$ cat config.mk
export PLATFORM = sky130hd
export DESIGN_NAME = pcc_channel
export DESIGN_NICKNAME = d
export VERILOG_FILES = /design/src/core/pcc_channel.v /design/src/core/pcc_word_store.v
export VERILOG_INCLUDE_DIRS = /design/src /design/src/include
export SDC_FILE = /design/constraint.sdc
export NUM_CORES = 1
export LEC_CHECK = 0
export ABC_AREA = 1
export BUFFER_PORTS_ARGS = -buffer_cell sky130_fd_sc_hd__clkbuf_2
export CAP_MARGIN = 10
export CORE_MARGIN = 8
export CORE_UTILIZATION = 35
export DETAILED_ROUTE_END_ITERATION = 8
export RECOVER_POWER = 50
export REMOVE_ABC_BUFFERS = 1
export SYNTH_ARGS = -nofsm -noshare
export SYNTH_HDL_FRONTEND = slang
export SYNTH_SLANG_ARGS = --single-unit
export TNS_END_PERCENT = 100
$ cat constraint.sdc
create_clock -name clk_sys -period 3.05 [get_ports clk_sys]
set_clock_uncertainty 0.05 [all_clocks]
set_input_delay 0.1525 -clock clk_sys [delete_from_list [all_inputs] [get_ports clk_sys]]
set_output_delay 0.1525 -clock clk_sys [all_outputs]
set_load 0.005 [all_outputs]
$ cat src/include/pcc_regs.vh
`ifndef PCC_REGS_VH
`define PCC_REGS_VH
// Mode register bit positions
`define PCC_MODE_PWM16      7
`define PCC_MODE_CMP_EN     6
`define PCC_MODE_CAP_RISE   5
`define PCC_MODE_CAP_FALL   4
`define PCC_MODE_MATCH_EN   3
`define PCC_MODE_TOGGLE_EN  2
`define PCC_MODE_PULSE_EN   1
`define PCC_MODE_IRQ_EN     0
// Length config bit positions
`define PCC_CFG_ARSEL       7
`define PCC_CFG_OVF_IRQ_EN  5
`define PCC_CFG_LEN_HI      1
`define PCC_CFG_LEN_LO      0
// Reset values
`define PCC_RESET_BYTE      8'h00
`define PCC_RESET_WORD      16'h0000
`define PCC_RESET_MODE      8'h00
`define PCC_LOW_MAX         8'hff
// Cycle length codes
`define PCC_LEN_8           2'b00
`define PCC_LEN_9           2'b01
`define PCC_LEN_10          2'b10
`define PCC_LEN_11          2'b11
// Register file indices
`define PCC_IDX_LOW         1'b0
`define PCC_IDX_HIGH        1'b1
`endif

$ cat src/core/pcc_channel.v
`timescale 1ns/10ps
`include "pcc_regs.vh"

// Behaviour
// - Capture mode: selected pin edge copies counter into 16-bit compare register.
// - Every capture sets event flag; irq only if enabled; only software clears.
// - With both edges selected, pin level stays readable at a port.
// - Software timer: flag set whenever counter equals compare register.
// - Low-byte write clears comparator enable; high-byte write sets it; auto-reload writes leave it unchanged.
// - High-speed output with match enable: each 16-bit match toggles pin and sets flag.
// - High-speed output with comparator off: pin out bit holds level, no toggle; pin enable drops, pin undriven.
// - Frequency output: low-byte match toggles pin, adds high byte to low.
// - Frequency output: high byte zero means 256 clocks between toggles.
// - Frequency output with match enable: flag on full 16-bit equality.
// - 8-bit PWM: pin high on low-byte match, low on low-byte overflow.
// - 8-bit PWM: low byte reloaded from high byte at each wrap.
// - 8-bit PWM needs length 00; match enable sets flag on match.
// - 8-bit PWM: intermediate overflow flag set at every low-byte overflow.
// - 8 to 11-bit PWM share one length setting; other modes independent.
// - Comparator off: no toggling, every PWM output held low.
// - Mode decode from mode bits 5..1 as tabulated; bit 7 marks 16-bit PWM.
// - 16-bit PWM: bit 7 plus pulse bit; length field ignored.
// - Length field picks 8..11 bits; select bit chooses auto-reload access.
// - Mode bit 0 enables event irq; config bit 5 enables overflow irq.
module pcc_channel #(
    parameter CNT_W = 16
) (
    input  wire             clk_sys,
    input  wire             reset_n,
    input  wire [CNT_W-1:0] counter_value,
    input  wire             counter_tick,
    input  wire             mode_wr,
    input  wire [7:0]       mode_wdata,
    input  wire             cfg_wr,
    input  wire [7:0]       cfg_wdata,
    input  wire             low_wr,
    input  wire             high_wr,
    input  wire [7:0]       byte_wdata,
    input  wire             flag_wr,
    input  wire             flag_wdata,
    input  wire             ovf_flag_wr,
    input  wire             ovf_flag_wdata,
    input  wire             channel_pin_in,
    output wire [7:0]       mode_rdata,
    output wire [7:0]       cfg_rdata,
    output wire [7:0]       low_rdata,
    output wire [7:0]       high_rdata,
    output reg              channel_pin_out,
    output wire             channel_pin_oe,
    output wire             pin_level,
    output reg              channel_event_flag,
    output reg              intermediate_overflow_flag,
    output wire             channel_irq,
    output wire             overflow_irq
);
    // ****************************************************************
    // Registers
    // ****************************************************************
    reg  [7:0]       mode_q;
    reg  [7:0]       cfg_q;
    reg  [CNT_W-1:0] ccr_q;
    reg              sync1_q;
    reg              sync2_q;
    reg              sync3_q;
    reg  [CNT_W-1:0] cnt_prev_q;
    reg              ar_rd_idx_q;
    wire [7:0]       ar_rdata;
    wire [CNT_W-1:0] ar_word;

    wire cmp_en   = mode_q[`PCC_MODE_CMP_EN];
    wire cap_rise = mode_q[`PCC_MODE_CAP_RISE];
    wire cap_fall = mode_q[`PCC_MODE_CAP_FALL];
    wire mat_en   = mode_q[`PCC_MODE_MATCH_EN];
    wire tog_en   = mode_q[`PCC_MODE_TOGGLE_EN];
    wire pwm_en   = mode_q[`PCC_MODE_PULSE_EN];
    wire pwm16    = mode_q[`PCC_MODE_PWM16];
    wire [1:0] len_sel = cfg_q[`PCC_CFG_LEN_HI:`PCC_CFG_LEN_LO];
    wire ar_sel   = cfg_q[`PCC_CFG_ARSEL];

    // ****************************************************************
    // Mode decode
    // ****************************************************************
    wire mode_capture = (cap_rise | cap_fall) & ~tog_en & ~pwm_en;
    wire mode_timer   = mat_en & ~tog_en & ~pwm_en & ~cap_rise & ~cap_fall;
    wire mode_hso     = tog_en & ~pwm_en & ~cap_rise & ~cap_fall;
    wire mode_freq    = tog_en & pwm_en & ~cap_rise & ~cap_fall;
    wire mode_pwm16   = pwm16 & pwm_en & ~tog_en & ~cap_rise & ~cap_fall;
    wire mode_pulse_mod_enable    = ~pwm16 & pwm_en & ~tog_en & ~cap_rise & ~cap_fall;
    wire mode_pwm8    = mode_pulse_mod_enable & (len_sel == `PCC_LEN_8);

    // ****************************************************************
    // Input synchroniser and edge detect
    // ****************************************************************
    // Pulses under one clock may be lost; the driver must respect that.
    always @(posedge clk_sys or negedge reset_n) begin
        if (!reset_n) begin
            sync1_q <= 1'b0;
            sync2_q <= 1'b0;
            sync3_q <= 1'b0;
        end else begin
            sync1_q <= channel_pin_in;
            sync2_q <= sync1_q;
            sync3_q <= sync2_q;
        end
    end
    wire rise_edge = sync2_q & ~sync3_q;
    wire fall_edge = ~sync2_q & sync3_q;
    wire capture_ev = mode_capture & ((cap_rise & rise_edge) | (cap_fall & fall_edge));
    assign pin_level = sync2_q;

    // ****************************************************************
    // Counter events, evaluated once per counter tick
    // ****************************************************************
    // N-bit overflow: counter bit N-1..0 wrapped to zero on this tick
    reg [10:0] len_mask;
    always @* begin
        case (len_sel)
            `PCC_LEN_8:  len_mask = 11'h0ff;
            `PCC_LEN_9:  len_mask = 11'h1ff;
            `PCC_LEN_10: len_mask = 11'h3ff;
            `PCC_LEN_11: len_mask = 11'h7ff;
            default:     len_mask = 11'h0ff;
        endcase
    end
    wire [10:0] cnt_low_n = counter_value[10:0] & len_mask;
    wire [10:0] ccr_low_n = ccr_q[10:0] & len_mask;
    wire cnt_moved  = counter_value != cnt_prev_q;
    wire evt        = counter_tick & cnt_moved;
    wire full_match = evt & (counter_value == ccr_q);
    wire low_match  = evt & (counter_value[7:0] == ccr_q[7:0]);
    wire n_match    = evt & (cnt_low_n == ccr_low_n);
    wire low_ovf    = evt & (counter_value[7:0] == `PCC_RESET_BYTE);
    wire n_ovf      = evt & (cnt_low_n == 11'h000);
    wire full_ovf   = evt & (counter_value == `PCC_RESET_WORD);

    always @(posedge clk_sys or negedge reset_n) begin
        if (!reset_n) begin
            cnt_prev_q <= `PCC_RESET_WORD;
        end else if (counter_tick) begin
            cnt_prev_q <= counter_value;
        end
    end

    // ****************************************************************
    // Mode and config registers
    // ****************************************************************
    always @(posedge clk_sys or negedge reset_n) begin
        if (!reset_n) begin
            mode_q <= `PCC_RESET_MODE;
        end else if (mode_wr) begin
            mode_q <= mode_wdata;
        end else if (low_wr && !(mode_pulse_mod_enable && !mode_pwm8 && ar_sel)) begin
            mode_q[`PCC_MODE_CMP_EN] <= 1'b0;
        end else if (high_wr && !(mode_pulse_mod_enable && !mode_pwm8 && ar_sel)) begin
            mode_q[`PCC_MODE_CMP_EN] <= 1'b1;
        end
    end

    always @(posedge clk_sys or negedge reset_n) begin
        if (!reset_n) begin
            cfg_q <= `PCC_RESET_MODE;
        end else if (cfg_wr) begin
            cfg_q <= cfg_wdata;
        end
    end

    // ****************************************************************
    // Auto-reload store for 9..11-bit PWM
    // ****************************************************************
    wire ar_access = ar_sel & mode_pulse_mod_enable & ~mode_pwm8;
    always @(posedge clk_sys or negedge reset_n) begin
        if (!reset_n) begin
            ar_rd_idx_q <= `PCC_IDX_LOW;
        end else begin
            ar_rd_idx_q <= ~ar_rd_idx_q;
        end
    end
    pcc_word_store #(.WIDTH(8)) u_reload (
        .clk_sys   (clk_sys),
        .reset_n   (reset_n),
        .wr_en     (ar_access & (low_wr | high_wr)),
        .wr_idx    (high_wr ? `PCC_IDX_HIGH : `PCC_IDX_LOW),
        .wr_data   (byte_wdata),
        .rd_idx    (ar_rd_idx_q),
        .rd_data_q (),
        .word      (ar_word)
    );
    assign ar_rdata = 8'h00;

    // ****************************************************************
    // Capture/compare register
    // ****************************************************************
    wire [7:0] half_period = ccr_q[15:8]; // Zero wraps the 8-bit add to 256.
    always @(posedge clk_sys or negedge reset_n) begin
        if (!reset_n) begin
            ccr_q <= `PCC_RESET_WORD;
        end else if (low_wr && !ar_access) begin
            ccr_q[7:0] <= byte_wdata;
        end else if (high_wr && !ar_access) begin
            ccr_q[15:8] <= byte_wdata;
        end else if (capture_ev) begin
            ccr_q <= counter_value;
        end else if (mode_freq && cmp_en && low_match) begin
            ccr_q[7:0] <= ccr_q[7:0] + half_period;
        end else if (mode_pwm8 && low_ovf) begin
            ccr_q[7:0] <= ccr_q[15:8];
        end else if (mode_pulse_mod_enable && !mode_pwm8 && n_ovf) begin
            ccr_q <= ar_word & {5'b00000, len_mask};
        end
    end

    // ****************************************************************
    // Pin output
    // ****************************************************************
    wire pwm_any = mode_pulse_mod_enable | mode_pwm16;
    always @(posedge clk_sys or negedge reset_n) begin
        if (!reset_n) begin
            channel_pin_out <= 1'b0;
        end else if (pwm_any && !cmp_en) begin
            channel_pin_out <= 1'b0;
        end else if (mode_hso && cmp_en && mat_en && full_match) begin
            channel_pin_out <= ~channel_pin_out;
        end else if (mode_freq && cmp_en && low_match) begin
            channel_pin_out <= ~channel_pin_out;
        end else if (mode_pwm8) begin
            if (low_ovf) begin
                channel_pin_out <= 1'b0;
            end else if (low_match) begin
                channel_pin_out <= 1'b1;
            end
        end else if (mode_pulse_mod_enable) begin
            if (n_ovf) begin
                channel_pin_out <= 1'b0;
            end else if (n_match) begin
                channel_pin_out <= 1'b1;
            end
        end else if (mode_pwm16) begin
            if (full_ovf) begin
                channel_pin_out <= 1'b0;
            end else if (full_match) begin
                channel_pin_out <= 1'b1;
            end
        end
    end
    assign channel_pin_oe = cmp_en & (mode_hso | mode_freq | pwm_any) | (pwm_any & ~cmp_en);

    // ****************************************************************
    // Flags: hardware set wins over a software clear
    // ****************************************************************
    wire pwm_match = (mode_pwm8 & low_match) | (mode_pulse_mod_enable & ~mode_pwm8 & n_match) | (mode_pwm16 & full_match);
    wire set_event = capture_ev
                   | (mode_timer & cmp_en & full_match)
                   | (mode_hso & cmp_en & mat_en & full_match)
                   | (mode_freq & cmp_en & mat_en & full_match)
                   | (pwm_any & cmp_en & mat_en & pwm_match);
    wire set_ovf = mode_pulse_mod_enable & n_ovf;

    always @(posedge clk_sys or negedge reset_n) begin
        if (!reset_n) begin
            channel_event_flag         <= 1'b0;
            intermediate_overflow_flag <= 1'b0;
        end else begin
            if (set_event) begin
                channel_event_flag <= 1'b1;
            end else if (flag_wr) begin
                channel_event_flag <= flag_wdata;
            end
            if (set_ovf) begin
                intermediate_overflow_flag <= 1'b1;
            end else if (ovf_flag_wr) begin
                intermediate_overflow_flag <= ovf_flag_wdata;
            end
        end
    end

    assign channel_irq  = channel_event_flag & mode_q[`PCC_MODE_IRQ_EN];
    assign overflow_irq = intermediate_overflow_flag & cfg_q[`PCC_CFG_OVF_IRQ_EN];

    // ****************************************************************
    // Read back
    // ****************************************************************
    assign mode_rdata = mode_q;
    assign cfg_rdata  = cfg_q;
    assign low_rdata  = ar_access ? ar_word[7:0] : ccr_q[7:0];
    assign high_rdata = ar_access ? ar_word[15:8] : ccr_q[15:8];
endmodule // pcc_channel

$ cat src/core/pcc_word_store.v
`timescale 1ns/10ps
// Two-byte store with registered read data; used for the auto-reload value.
module pcc_word_store #(
    parameter WIDTH = 8
) (
    input  wire             clk_sys,
    input  wire             reset_n,
    input  wire             wr_en,
    input  wire             wr_idx,
    input  wire [WIDTH-1:0] wr_data,
    input  wire             rd_idx,
    output reg  [WIDTH-1:0] rd_data_q,
    output wire [2*WIDTH-1:0] word
);
    reg [WIDTH-1:0] mem_q [0:1];

    genvar g;
    generate
        for (g = 0; g < 2; g = g + 1) begin : g_entry
            always @(posedge clk_sys or negedge reset_n) begin
                if (!reset_n) begin
                    mem_q[g] <= {WIDTH{1'b0}};
                end else if (wr_en && (wr_idx == g)) begin
                    mem_q[g] <= wr_data;
                end
            end
        end
    endgenerate

    always @(posedge clk_sys or negedge reset_n) begin
        if (!reset_n) begin
            rd_data_q <= {WIDTH{1'b0}};
        end else begin
            rd_data_q <= mem_q[rd_idx];
        end
    end

    assign word = {mem_q[1], mem_q[0]};
endmodule // pcc_word_store

; Yosys cells after proc, flatten, opt, wreduce, memory -nomap -nowiden
; Index checks and enable logic that the tools add are counted.
[op_classes]
addsub = 1
n_mul = 0
div = 0
magnitude_cmp = 0
eq_ne = 12
shifts = 0
muxes = 32
bitwise_logic = 84
n_reduce_logical = 34
[op_table]
columns = cell, n
row1 = $mux 8, 9
row2 = $and 1x1->1, 56
row3 = $pmux 11 s4, 1
row4 = $mux 16, 2
row5 = $and 11x11->11, 2
row6 = $mux 1, 20
row7 = $and 16x11->16, 1
row8 = $eq 16x16->1, 1
row9 = $logic_and 1x1->1, 16
row10 = $logic_not 16->1, 1
row11 = $ne 16x16->1, 1
row12 = $or 1x1->1, 13
row13 = $not 1->1, 12
row14 = $eq 11x11->1, 1
row15 = $logic_not 11->1, 1
row16 = $add 8x8->8, 1
row17 = $eq 8x8->1, 1
row18 = $logic_not 8->1, 1
row19 = $reduce_and 4->1, 2
row20 = $ne 7x1->1 const B, 1
row21 = $reduce_bool 7->1, 1
row22 = $ne 3x3->1 const B, 2
row23 = $ne 6x1->1 const B, 1
row24 = $reduce_bool 3->1, 2
row25 = 9 further kinds, 14
[word_totals]
reg_bits = 70
latch_bits = 0
mem_bits_rw = 0
rom_bits = 0
word_cells = 177
n_memories = 0

; Longest topological paths before layout
[logic_depth]
ltp_word = 15
ltp_mapped = 16

; By module
; From an unflattened synthesis, not the netlist that was laid out.
[hier_totals]
hier_cells = 713
hier_area_um2 = 5001.0
[modules_own_cells]
columns = module, instances, cells_each, area_per_inst_um2
row1 = pcc_channel, 1, 610, 4010.1
row2 = pcc_word_store, 1, 103, 991.0

; Least setup slack after synthesis
; OpenSTA, ideal clock, no wires.
[synth_timing]
path_kind = register to register
startpoint = reg ccr_q[8]
endpoint = reg ccr_q[6]
setup_time_ps = 124
arrival_time_ps = 1737
required_time_ps = 2876
setup_slack_ps = 1139
stages_incl_launch_ff = 14
path_buffers = 0
period_less_slack_ps = 1911
cell_sequence = dfrtp_1 ha_1 inv_1 fa_1 nand3b_1 nand2_1 nand2_1 nand2_1 a21o_1 a21oi_1 o21ai_0 nand3_1 nand3b_1 nand2_1
[synth_via]
elab_chain_cells = 5
[synth_lines]
columns = element, line
row1 = "start, declared", pcc_channel.v:61  ; reg [CNT_W-1:0] ccr_q;
row2 = "start signal, assigned", pcc_channel.v:196  ; ccr_q <= `PCC_RESET_WORD;
row3 = "start signal, assigned", pcc_channel.v:200  ; ccr_q[15:8] <= byte_wdata;
row4 = "start signal, assigned", pcc_channel.v:202  ; ccr_q <= counter_value;
row5 = $add 8x8->8, pcc_channel.v:204  ; ccr_q[7:0] <= ccr_q[7:0] + half_period;
row6 = $mux 8, pcc_channel.v:203  ; end else if (mode_freq && cmp_en && low_match) begin
row7 = $mux 16, pcc_channel.v:201  ; end else if (capture_ev) begin
row8 = $mux 8, pcc_channel.v:199  ; end else if (high_wr && !ar_access) begin
row9 = $mux 8, pcc_channel.v:197  ; end else if (low_wr && !ar_access) begin
; No other way between the ends. The select of a mux whose other input is x is not followed.
; A chain may end at the register's enable or synchronous reset.

; Final worst setup path
[layout_timing]
startpoint = reg mode_q[5], in the netlist mode_rdata[5]
endpoint = reg ccr_q[6]
[layout_via]
elab_chain_cells = 10
elab_cells_between_ends = 32
classes_between = eq/ne: 1 / mux: 5 / bitwise: 15 / reduce/logical: 11
[layout_lines]
columns = element, line
row1 = "start, declared", pcc_channel.v:59  ; reg [7:0] mode_q;
row2 = "start signal, assigned", pcc_channel.v:149  ; mode_q <= `PCC_RESET_MODE;
row3 = "start signal, assigned", pcc_channel.v:151  ; mode_q <= mode_wdata;
row4 = $not 1->1, "pcc_channel.v:86, pcc_channel.v:88"
row5 = $and 1x1->1 (2 in a row), pcc_channel.v:88  ; wire mode_pulse_mod_enable = ~pwm16 & pwm_en & ~tog_en & ~cap_rise & ~cap_fall;
row6 = $and 1x1->1, pcc_channel.v:89  ; wire mode_pwm8 = mode_pulse_mod_enable & (len_sel == `PCC_LEN_8);
row7 = $logic_and 1x1->1 or $not 1->1 (tied branches), "pcc_channel.v:205, pcc_channel.v:170"
row8 = $mux 8 or $and 1x1->1 (tied branches), "pcc_channel.v:205, pcc_channel.v:170"
row9 = $mux 8 or $logic_not 1->1 (tied branches), "pcc_channel.v:203, pcc_channel.v:197, pcc_channel.v:199"
row10 = $mux 16 (tied with other cells), pcc_channel.v:201
row11 = $mux 8 (tied with other cells), pcc_channel.v:199
row12 = $mux 8 or $reduce_and 2->1 (tied branches), -
row13 = "end signal, assigned", pcc_channel.v:198  ; ccr_q[7:0] <= byte_wdata;
row14 = "end signal, assigned", pcc_channel.v:202
row15 = "end signal, assigned", pcc_channel.v:204
; Several ways; a longest one is shown, not always the timed one. The select of a mux whose other input is x is not followed.

==> impl_metrics.json <==
{
  "crit_path_max_incr_delay_ps": 430,
  "final_hold_viol_count": 0,
  "diodes": 0,
  "power_density_nw_per_um2": 511,
  "timing.final.ws_setup_ps": 675,
  "dpl_worst_slack_ps": 758,
  "wirelength_microns": 14700,
  "finalCritPeriodShare": 0.779,
  "ctsRootBufferMaster": "clkbuf_16",
  "status": "completed",
  "fin_area_sq_um": 5600,
  "dpl-instance-area_sq_um": 5180,
  "leakagePower_nw": 2.84,
  "synthTopCellsByArea": "dfrtp_1 38%, nand2_1 16%, o21ai_0 6.9%",
  "post-cts-setup-buffers": 0,
  "netlist_area_sq_um": 4580,
  "grt_pass1_vias": 4476,
  "yosysTopAreaCell": "dfrtp_1",
  "rr_startpoint": "mode_rdata[5]",
  "cp-startpoint": "mode_rdata[5]",
  "setup_viol": 0,
  "ys_warn_count": 0,
  "coreArea_sq_um": 13000,
  "cts.clk_slew.worst_paths_ps": 60,
  "total_power_mw": 2.86,
  "grtUsageTotal": 0.177,
  "rsz0062_at_grt": "no",
  "fin_crit_ps": 2370,
  "grt_pass1_wl_microns": 23300,
  "synth_seq_cells": 70,
  "cts.repair.resized": 0,
  "rows": 42,
  "wl_per_cell_microns": 15.9,
  "async_flop_share": 1.00,
  "dpl.hpwl_microns": 11300,
  "cp_max_fo": 11,
  "maxCapViolCount": 0,
  "area_delta_synth_final_pct": 22.1,
  "synthTopCellsByCount": "190 x nand2_1, 82 x inv_1, 70 x dfrtp_1, 63 x o21ai_0, 41 x nor2_1",
  "ir_drop_uv": 225,
  "antenna_found_initial": 0,
  "io_pins": 91,
  "ys_seq_area_frac": 0.382,
  "synth_edf_count": 0,
  "cts.hold.buffers_added": 15,
  "avgViaCountPerCell": 4.97,
  "drt-initial-drc-count": 353,
  "setup-tns-final_ps": 0,
  "critPathCaptureType": "register",
  "syn_inst": 637,
  "dieHeight_microns": 130,
  "worst_slew_pin_slew_ps": 927,
  "worstSkewPairLatency_ps": 340,
  "path_cells": "nor2_4, nand3_4, nor2_4, nand2_2, nor2_4, inv_2, nand2_2, inv_2, nor2_1, nand3_2, nand2_4, inv_2, nand3b_1, nand2_1",
  "critPathArrivalTime_ps": 2540,
  "dpl.cell_count": 889,
  "syn_avg_cell_area_sq_um": 7.19,
  "first_pass_iters": 5,
  "final_core_util": 0.429,
  "htreeDepth": 3,
  "synth.distinct_cells": 41,
  "fin_nets": 799,
  "whs_ps": 4.35,
  "cts.sinks": 70,
  "synthMostInstantiatedCell": "nand2_1",
  "layout-drive-gt1-share": 0.180,
  "worst_ep_required_time_ps": 3220,
  "drc_errors": 0,
  "criticalPathCategory": "reg -> reg",
  "min_from": "ovf_flag_wdata",
  "gp_congestion": 0.896,
  "cts_buffer_depth": 2,
  "synthFlopType": "dfrtp_1",
  "grt_overflow": 0,
  "dieArea_sq_um": 17000,
  "cts_tree": "built",
  "port_buffers": 90,
  "cts_buffers": 9,
  "fmax_ghz": 0.421,
  "fillers": 1422,
  "crit_path_start_kind": "register",
  "synth_top_area_frac": 0.382,
  "critical_path.slowest_cell": "dfrtp_1",
  "grt_max_degree": 37,
  "initial_core_util": 0.352,
  "antenna_left": 0,
  "slew_viol_final": 0,
  "die_x_microns": 130,
  "hold_path.class": "in -> reg",
  "via_count": 4572,
  "relSlewSlack": 0.382,
  "finalNonFillerCells": 920
}
==> per-layer routing <==
layer / vias to the layer above / track usage / routed length, microns
li1: 2251 / - / -
met1: 2142 / 0.229 / 6500
met2: 160 / 0.289 / 7070
met3: 19 / 0.0361 / 815
met4: 0 / 0.0587 / 276
met5: - / 0 / 0
==> state kept, by name, indices dropped and copies added, names as in the netlist <==
register	flops
cfg_rdata	8
sync3_q	1
intermediate_overflow_flag	1
ccr_q	16
u_reload.word	16
mode_rdata	8
channel_event_flag	1
sync1_q	1
channel_pin_out	1
cnt_prev_q	16
pin_level	1
==> cell families after synthesis <==
kind of cell | synth area share
and+or+nand+nor | 0.289
AOI/OAI and AO/OA | 0.153
buffers and inverters | 0.104
DFF | 0.382
xor gates and xnor gates | 0.0268
muxes | 0.0216
adders and majority gates | 0.0235
==> area by class of cell <==
type	instances	area (sq um)	share of cell area
clock inverter	3	17.5	0.00313
inverter	97	364	0.0651
sequential	70	1750	0.313
timing repair buffer	109	617	0.110
clock buffer	13	270	0.0483
multi-input combinational	452	2350	0.421
tap	176	220	0.0394
==> power breakdown <==
| group | switching [mW] | leakage [nW] | internal, mW |
|---|---|---|---|
| Clock | 0.402 | 0.142 | 0.615 |
| Sequential | 0.116 | 0.869 | 1.04 |
| Combinational | 0.409 | 1.83 | 0.274 |
| Total | 0.927 | 2.84 | 1.93 |
==> worst paths after layout <==
| kind | cells past startpoint | slack (ps) | to |
|---|---|---|---|
| setup / recovery | 14 | 680 | ccr_q[6] |
| hold / removal | 3 | 4 | intermediate_overflow_flag |
| setup reg to reg | 14 | 680 | ccr_q[6] |
| hold reg to reg | 0 | 300 | pin_level |
| max in group asynchronous | 3 | 1780 | cfg_rdata[6] |
| min in group asynchronous | 2 | 440 | u_reload.word[12] |
==> critical path: cells and delay by family (launching register included) <==
| kind | cells | cell delay [ps] |
|---|---|---|
| AND/OR/NAND/NOR | 11 | 1390 |
| flip-flops | 1 | 430 |
| buffers and inverters | 3 | 360 |
==> cell usage in the layout (no fill, tap or decap), types with 13 or more instances in the layout <==
| cell type | instances |
|---|---|
| dlygate4sd3_1 | 15 |
| nor2_1 | 41 |
| inv_2 | 13 |
| inv_1 | 82 |
| o21ai_0 | 63 |
| clkbuf_1 | 22 |
| clkbuf_2 | 68 |
| nand4_1 | 14 |
| nand3_1 | 25 |
| o21ai_1 | 19 |
| nand2_1 | 190 |
| dfrtp_1 | 70 |
Power figures use the tool's default switching activity.
